$ cat src/asbl_pkg.sv
// Package: constants and types of the byte-lane static memory controller
// Assumes a 10 MHz clock and an asynchronous 16-bit memory on the pins
package asbl_pkg;
    // Data and address widths
    localparam int DATA_W = 16;
    localparam int ADDR_W = 21;
    localparam int LANE_W = 8;
    // Clock period in ns
    localparam int CLK_NS = 100;
    // Memory timing in ns
    localparam int READ_CYCLE_NS = 70;
    localparam int WRITE_PULSE_NS = 60;
    localparam int DATA_SETUP_TIME_NS = 30;
    localparam int STROBE_TO_FLOAT_DELAY_NS = 25;
    localparam int RECOVERY_NS = 25;
    // Cycle counts, least times rounded up
    // Read also waits two cycles for the two-stage data synchroniser
    localparam logic [3:0] READ_CYC = 4'((READ_CYCLE_NS + CLK_NS - 1) / CLK_NS + 2);
    localparam logic [3:0] WRITE_CYC = 4'((((WRITE_PULSE_NS > DATA_SETUP_TIME_NS
        + STROBE_TO_FLOAT_DELAY_NS) ? WRITE_PULSE_NS : DATA_SETUP_TIME_NS
        + STROBE_TO_FLOAT_DELAY_NS) + CLK_NS - 1) / CLK_NS);
    localparam logic [3:0] RECOVER_CYC = 4'((RECOVERY_NS + CLK_NS - 1) / CLK_NS);
    // Controller states
    typedef enum logic [2:0] {
        ASBL_IDLE = 3'b000,
        ASBL_READ = 3'b001,
        ASBL_WSETUP = 3'b010,
        ASBL_WRITE = 3'b011,
        ASBL_WEND = 3'b100,
        ASBL_RECOVER = 3'b101
    } asbl_state_t;
endpackage : asbl_pkg

$ cat src/asbl_ctrl.sv
// Host controller for an asynchronous 16-bit memory with two byte lanes
// Assumes a 10 MHz clock, one request at a time, memory pins direct
// Operation
// Chip select off or both lanes off means memory floats bus, standby
// Selected read, both lanes on, drives the whole word
// Read with only lower lane on drives low byte only
// Read with only upper lane on drives high byte only
// Selected write, both lanes on, stores all sixteen bits
// Write with only lower lane on stores low byte only
// Write with only upper lane on stores high byte only
// Write starts only when strobe, both selects and a lane are active
// Dropping any of those controls ends the internal write
// Host keeps write data stable around the terminating edge
// Output control high keeps memory off the bus
// Selects dropping together with strobe high cause no drive
// Host never drives the bus while memory drives it
// Strobe pulse at least setup time plus strobe-to-float delay
`timescale 1ns/100ps
module asbl_ctrl (
    // Clock and reset
    input wire logic clk_i,
    input wire logic rst_i,
    // User request
    input wire logic req_i,
    input wire logic req_write_i,
    input wire logic [asbl_pkg::ADDR_W-1:0] req_addr_i,
    input wire logic [1:0] req_lanes_i,
    input wire logic [asbl_pkg::DATA_W-1:0] req_wdata_i,
    // User answer
    output logic busy_o,
    output logic done_o,
    output logic [asbl_pkg::DATA_W-1:0] rdata_o,
    // Memory pins
    output logic [asbl_pkg::ADDR_W-1:0] addr_o,
    output logic chip_select_n_o,
    output logic chip_select_hi_o,
    output logic write_strobe_n_o,
    output logic output_drive_n_o,
    output logic upper_lane_n_o,
    output logic lower_lane_n_o,
    input wire logic [asbl_pkg::DATA_W-1:0] data_i,
    output logic [asbl_pkg::DATA_W-1:0] data_o,
    output logic [asbl_pkg::DATA_W-1:0] data_oe_o
);
    import asbl_pkg::*;

    asbl_state_t state;
    asbl_state_t next_state;
    logic [3:0] count;
    logic [3:0] next_count;
    logic is_write;
    logic next_is_write;
    logic [1:0] lanes;
    logic [1:0] next_lanes;
    logic [DATA_W-1:0] data_sync;
    logic [DATA_W-1:0] lane_mask;
    logic next_busy;
    logic next_done;
    logic [DATA_W-1:0] next_rdata;
    logic [ADDR_W-1:0] next_addr;
    logic next_cs_n;
    logic next_cs_hi;
    logic next_we_n;
    logic next_oe_n;
    logic next_ub_n;
    logic next_lb_n;
    logic [DATA_W-1:0] next_data;
    logic [DATA_W-1:0] next_data_oe;

    // Read data from the pins, synchronised
    asbl_sync #(.WIDTH(DATA_W)) u_sync (
        .clk_i(clk_i),
        .rst_i(rst_i),
        .d_i(data_i),
        .q_o(data_sync)
    );

    // Bit mask of the lanes in use, bit 1 upper, bit 0 lower
    assign lane_mask = {{LANE_W{lanes[1]}}, {LANE_W{lanes[0]}}};

    // Sequencer next values
    always_comb
    begin
        next_state = state;
        next_count = count;
        next_is_write = is_write;
        next_lanes = lanes;
        next_busy = busy_o;
        next_done = 1'b0;
        next_rdata = rdata_o;
        next_addr = addr_o;
        next_cs_n = chip_select_n_o;
        next_cs_hi = chip_select_hi_o;
        next_we_n = write_strobe_n_o;
        next_oe_n = output_drive_n_o;
        next_ub_n = upper_lane_n_o;
        next_lb_n = lower_lane_n_o;
        next_data = data_o;
        next_data_oe = data_oe_o;
        case (state)
            ASBL_IDLE:
            begin
                // Deselected, bus floats on both sides
                next_cs_n = 1'b1;
                next_cs_hi = 1'b0;
                next_ub_n = 1'b1;
                next_lb_n = 1'b1;
                next_we_n = 1'b1;
                next_oe_n = 1'b1;
                next_data_oe = '0;
                if (req_i && req_lanes_i != 2'b00)
                begin
                    next_busy = 1'b1;
                    next_is_write = req_write_i;
                    next_lanes = req_lanes_i;
                    next_addr = req_addr_i;
                    next_cs_n = 1'b0;
                    next_cs_hi = 1'b1;
                    next_ub_n = ~req_lanes_i[1];
                    next_lb_n = ~req_lanes_i[0];
                    if (req_write_i)
                    begin
                        // Drive data only in used lanes, memory off bus
                        next_data = req_wdata_i;
                        next_data_oe = {{LANE_W{req_lanes_i[1]}},
                            {LANE_W{req_lanes_i[0]}}};
                        next_state = ASBL_WSETUP;
                    end
                    else
                    begin
                        next_oe_n = 1'b0;
                        next_count = READ_CYC;
                        next_state = ASBL_READ;
                    end
                end
            end
            ASBL_READ:
            begin
                next_count = count - 4'h1;
                if (count == 4'h1)
                begin
                    next_rdata = data_sync & lane_mask;
                    next_oe_n = 1'b1;
                    next_cs_n = 1'b1;
                    next_cs_hi = 1'b0;
                    next_ub_n = 1'b1;
                    next_lb_n = 1'b1;
                    next_count = RECOVER_CYC;
                    next_state = ASBL_RECOVER;
                end
            end
            ASBL_WSETUP:
            begin
                // All controls active together opens the write
                next_we_n = 1'b0;
                next_count = WRITE_CYC;
                next_state = ASBL_WRITE;
            end
            ASBL_WRITE:
            begin
                next_count = count - 4'h1;
                if (count == 4'h1)
                begin
                    // Strobe rises first and ends the write
                    next_we_n = 1'b1;
                    next_state = ASBL_WEND;
                end
            end
            ASBL_WEND:
            begin
                // Data held a cycle past the terminating edge
                next_cs_n = 1'b1;
                next_cs_hi = 1'b0;
                next_ub_n = 1'b1;
                next_lb_n = 1'b1;
                next_data_oe = '0;
                next_count = RECOVER_CYC;
                next_state = ASBL_RECOVER;
            end
            ASBL_RECOVER:
            begin
                next_count = count - 4'h1;
                if (count <= 4'h1)
                begin
                    next_busy = 1'b0;
                    next_done = 1'b1;
                    next_state = ASBL_IDLE;
                end
            end
            default:
            begin
                next_state = ASBL_IDLE;
                next_busy = 1'b0;
            end
        endcase
    end

    // Sequencer registers
    always_ff @(posedge clk_i)
    begin
        if (rst_i)
        begin
            state <= ASBL_IDLE;
            count <= 4'h0;
            is_write <= 1'b0;
            lanes <= 2'b00;
            busy_o <= 1'b0;
            done_o <= 1'b0;
            rdata_o <= '0;
            addr_o <= '0;
            chip_select_n_o <= 1'b1;
            chip_select_hi_o <= 1'b0;
            write_strobe_n_o <= 1'b1;
            output_drive_n_o <= 1'b1;
            upper_lane_n_o <= 1'b1;
            lower_lane_n_o <= 1'b1;
            data_o <= '0;
            data_oe_o <= '0;
        end
        else
        begin
            state <= next_state;
            count <= next_count;
            is_write <= next_is_write;
            lanes <= next_lanes;
            busy_o <= next_busy;
            done_o <= next_done;
            rdata_o <= next_rdata;
            addr_o <= next_addr;
            chip_select_n_o <= next_cs_n;
            chip_select_hi_o <= next_cs_hi;
            write_strobe_n_o <= next_we_n;
            output_drive_n_o <= next_oe_n;
            upper_lane_n_o <= next_ub_n;
            lower_lane_n_o <= next_lb_n;
            data_o <= next_data;
            data_oe_o <= next_data_oe;
        end
    end
endmodule : asbl_ctrl

$ cat src/asbl_sync.sv
// Two-stage synchroniser for the data pins read back from the memory
// Assumes the pins are asynchronous to clk_i
`timescale 1ns/100ps
module asbl_sync #(
    parameter int WIDTH = 16
) (
    // Clock and reset
    input wire logic clk_i,
    input wire logic rst_i,
    // Async in, synchronised out
    input wire logic [WIDTH-1:0] d_i,
    output logic [WIDTH-1:0] q_o
);
    logic [WIDTH-1:0] meta;
    logic [WIDTH-1:0] next_meta;
    logic [WIDTH-1:0] next_q;

    // Next values
    always_comb
    begin
        next_meta = d_i;
        next_q = meta;
    end

    // Two flip-flops, first read only by the second
    always_ff @(posedge clk_i)
    begin
        if (rst_i)
        begin
            meta <= '0;
            q_o <= '0;
        end
        else
        begin
            meta <= next_meta;
            q_o <= next_q;
        end
    end
endmodule : asbl_sync

$ cat config.mk
export PLATFORM = sky130hd
export DESIGN_NAME = asbl_ctrl
export DESIGN_NICKNAME = d
export VERILOG_FILES = /design/src/asbl_pkg.sv /design/src/asbl_ctrl.sv /design/src/asbl_sync.sv
export SDC_FILE = /design/constraint.sdc
export NUM_CORES = 1
export LEC_CHECK = 0
export BUFFER_PORTS_ARGS = -buffer_cell sky130_fd_sc_hd__clkbuf_2
export CAP_MARGIN = 20
export CORE_MARGIN = 4
export CORE_UTILIZATION = 52
export DETAILED_ROUTE_END_ITERATION = 7
export PLACE_DENSITY = 0.92
export SYNTH_ARGS = -nofsm -noshare
export SYNTH_HDL_FRONTEND = slang
export SYNTH_SLANG_ARGS = --single-unit
$ cat constraint.sdc
create_clock -name clk_i -period 3.9 [get_ports clk_i]
set_input_delay 0.78 -clock clk_i [delete_from_list [all_inputs] [get_ports clk_i]]
set_output_delay 0.78 -clock clk_i [all_outputs]
set_load 0.01 [all_outputs]
Yosys cells after proc, flatten, opt, wreduce, memory -nomap -nowiden --
Cells that the tools add are included.
Word-level totals: word-level logic and storage cells 87, output and inout port bits 77, input bits 59, bits in registers 118
Cells by class: bitwise operators 5, add/subtract/negate cells 1, reductions and logical operators 21, order comparisons 1, muxes and demuxes 31, eq/ne operators 11
Operator list (number):
- $mux 16 | 2
- $pmux 16 s2 | 1
- $pmux 1 s3 | 6
- $pmux 3 s6 | 1
- $and 16x16->16 | 1
- $pmux 4 s4 | 1
- $mux 3 | 4
- $mux 4 | 3
- $mux 1 | 11
- $ne 2x2->1 const B | 5
- $reduce_and 2->1 | 5
- $reduce_and 3->1 | 3
- $eq 3x2->1 const B | 2
- $eq 3x3->1 const B | 2
- $reduce_bool 2->1 | 3
- $reduce_bool 3->1 | 2
- $reduce_or 2->1 | 3
- $eq 4x1->1 const B | 1
- $le 4x1->1 const B | 1
- $not 1->1 | 4
- $reduce_and 4->1 | 1
- $reduce_bool 4->1 | 1
- $reduce_or 4->1 | 1
- $sub 4x1->4 const B | 1
- other kinds (5) | 5

Depth between registers and ports, before layout --
depth after elaboration 4, gate-level depth with buffers 8, depth with buffers taken out 6

Modules after synthesis --
Synthesis repeated with hierarchy kept, for this count alone.
Second synthesis, totals: cells, all modules 418, area, all modules 3761.1 µm²
Modules (own cells, without submodules):
- asbl_ctrl | seq. area each 1441.4 µm², cells each 351, area each 2897.8 µm², instances 1
- asbl_sync | seq. area each 640.6 µm², cells each 67, area each 863.3 µm², instances 1

Worst setup path after synthesis --
Ideal clock, no wire load.
path kind input to register, from input port rst_i, to register state[2], setup time 0.128 ns, required time 3.772 ns, slack 2.146 ns, path buffers 3, stages on the path 4, arrival time 1.626 ns, cells stage by stage clkbuf_1 -> clkbuf_1 -> buf_1 -> nor2_1
RTL lines:
- from (decl) | RTL line asbl_ctrl.sv:22 | input wire logic rst_i,
- to (signal assigned) | RTL line asbl_ctrl.sv:222 | state <= next_state;
- to (decl) | RTL line asbl_ctrl.sv:47 | asbl_state_t state;
No word-level cell between the ends.

Worst setup path in the final report --
from register state[0], to register lower_lane_n_o
Between the ends: word-level cells in the longest chain between the ends 3, elaborated cells on any way between the ends 7, classes of those cells 3 x eq/ne; 1 x mux; 3 x reduce/logical
RTL lines:
- $eq 3x1->1 (tied with other cells) | RTL line asbl_ctrl.sv:100 | case (state)
- $ne 2x2->1 (no source line) / $reduce_bool 3->1 (equally long branches)
- $reduce_and 2->1 (no source line)
- to (signal assigned) | RTL line asbl_ctrl.sv:235 | lower_lane_n_o <= next_lb_n;
- to (decl) | RTL line asbl_ctrl.sv:40 | output logic lower_lane_n_o,
Several ways; a longest one is shown, not always the timed one. A chain may end at the register's enable or synchronous reset.

==> flow_summary.toml <==
[status]
outcome = "completed"

[floorplan]
die_area_sq_mm = 0.00861
ios = 136
die_w_um = 92.8
die_y_um = 92.8
row_count = 30
initial_core_util = 0.541
fp.coreArea_sq_mm = 0.00691

[finish]
antenna_cells = 0
layout_commonest_cell = "clkbuf_2"
final_nets = 589
areaGrowthSynthToFinish_pct = 20.4
n_fill_cell = 603
fin_util = 0.652
layout_common_cells = "134 x clkbuf_2, 104 x dfxtp_1, 102 x nand2_1"
drive_above_1_share = 0.296

[global_routing]
track_usage = 0.193
grt.met1_usage = 0.230
grt_pass1_vias = 2916
grt_pass1_wl_um = 13400
grt_max_degree = 109
antenna_found_initial = 0
busiest_layer = "met2"
globalRouteMet2Util = 0.329
grt_overflow = 0
grtUsageMet3 = 0.0471

[routing]
drtIter0Drc = 139
num_vias = 3154
drtPass1Iterations = 4
viasPerCell = 5.01
drc_errors = 0
wl_per_cell_um = 13.3
routed_wl_um = 8380
ant_nets = 0

[sta]
slew_violations = 0
slew_headroom = 0.310
finalCriticalPeriod_ps = 2150
rsz0062_at_grt = "no"
fmax_mhz = 466
hold_slack_ps = 435
tightest_slew_ps = 1040
setup_viol = 0
skew_ps = 8.87
hold_viol_final = 0
fin_crit_sh = 0.550
setup-tns-final_ps = 0

[logic_synthesis]
async_flop_share = 0
synth.cell_area_sq_mm = 0.00374
synth_top_family_by_area = "simple AND/OR/NAND/NOR gates"
synthSimpleGateAreaFrac = 0.231
netlist_instances = 423
ys_ff_latch = 104
yosysUniqueCellTypes = 42
synth_edf_count = 0
synth_xor_area_frac = 0
syn-num-nets = 484
synth_flop_cell = "dfxtp_1"
synthAdderAreaFrac = 0.00669
synth-compound-area-share = 0.139
synth_mux_area_frac = 0
synth_area_per_cell_sq_um = 8.84
yosysWarnings = 0
synth-seq-area-share = 0.557

[clocking]
cts.path.max_buffers = 2
numCtsBuffers = 9
clkTransAtPathRegs_ps = 100
cts_tree = "done"
ctsRootBufferMaster = "clkbuf_8"
cts_hold_buf = 0
cts_resized = 0
cts_setup_buffers = 0
cts_sinks = 104
htreeDepth = 3
insertion_delay_ps = 350

[placement]
dp_hpwl_um = 5950
gp_congestion = 0.810
io_buffers = 135

[worst_setup_path]
cp-end-kind = "flop"
rrSetupSlack_ps = 1750
critPathMaxFanout = 24
startpoint_type = "flop"
max_stage_delay_ps = 710
crit_family = "simple AND/OR/NAND/NOR gates"
worstSetupPathType = "flop to flop"
path_buf_inv = 0
worstPathArrival_ps = 2390
path_cells = "or3_1 > nor2_2 > nand2_1 > a21o_1"
critical-path-slowest-cell = "nor2_2"
required_ps = 4150

[job]
drv_cap = 0

[power_and_ir_drop]
ir_drop_uv = 333
p_leak_nw = 1.93
power_density_mw_per_mm2 = 509

[worst_hold_path]
min_path_type = "flop to flop"
synthesized netlist by cell type (2+ instances only):
cell type	instances	area share
a21o_1	3	0.0060
a21oi_1	63	0.084
a311oi_1	2	0.0047
a31oi_1	2	0.0033
and3_1	2	0.0033
buf_1	3	0.0030
buf_2	3	0.0040
buf_4	18	0.036
buf_6	2	0.0060
clkbuf_1	15	0.015
dfxtp_1	104	0.56
ha_1	2	0.0067
inv_1	3	0.0030
nand2_1	102	0.10
nand2b_1	3	0.0050
nand3_1	18	0.024
nand3b_1	2	0.0040
nor2_1	4	0.0040
nor2b_1	35	0.059
nor3_1	4	0.0054
o21ai_0	7	0.0094
o22ai_1	2	0.0033
or2_2	3	0.0050
or3_1	3	0.0050
final timing paths:
| path | start | endpoint | cells after the start |
|---|---|---|---|
| worst max register to register | state[0] | lower_lane_n_o | 4 |
| worst min-delay path | u_sync.meta[0] | u_sync.q_o[0] | 1 |
| worst min register to register | u_sync.meta[0] | u_sync.q_o[0] | 1 |
| worst max-delay path | state[0] | lower_lane_n_o | 4 |
cell families after synthesis:
kind of cell | count (synthesis)
AO/OA/AOI/OAI | 91
adder cells (fa/ha/maj) | 2
buffers and inverters | 44
flip-flops | 104
AND/OR/NAND/NOR | 182
sequential cells by signal, summed over array words and instances, names as in the netlist, 2 cells and up:
register     count
data_o          16
count            4
u_sync.meta     16
lanes            2
u_sync.q_o      16
addr_o          21
state            3
rdata_o         16
data_oe_o        2
layout make-up:
cell class / instances / area [sq um] / share of cell area
Multi-Input combinational cell: 275 / 1410 / 0.312
Timing Repair Buffer: 135 / 678 / 0.151
Clock buffer: 11 / 141 / 0.0314
Inverter: 3 / 11.3 / 0.00250
Tap cell: 96 / 120 / 0.0267
Sequential cell: 104 / 2080 / 0.462
Clock inverter: 5 / 65.1 / 0.0144
metrics by stage:
step                power (mW)  cell area, sq um  cells  setup WS, ps
CTS                       2.31              4500    629          1800
detailed placement        1.64              4300    613          1670
global placement          1.62              4300    613          1710
floorplan                 1.51              3740    423          2150
finish                    2.29              4500    629          1750
global route              2.42              4500    629          1600
layer usage:
metal / share of wire / up-vias
met4: 0.015 / 0
met2: 0.49 / 126
met3: 0.087 / 14
li1: - / 1591
met5: 0 / -
met1: 0.41 / 1423
where the power goes:
part,switching (mW),internal [mW]
registers,0.0737,1.14
logic,0.240,0.162
clock network,0.354,0.320
(Power assumes the default switching activity.)
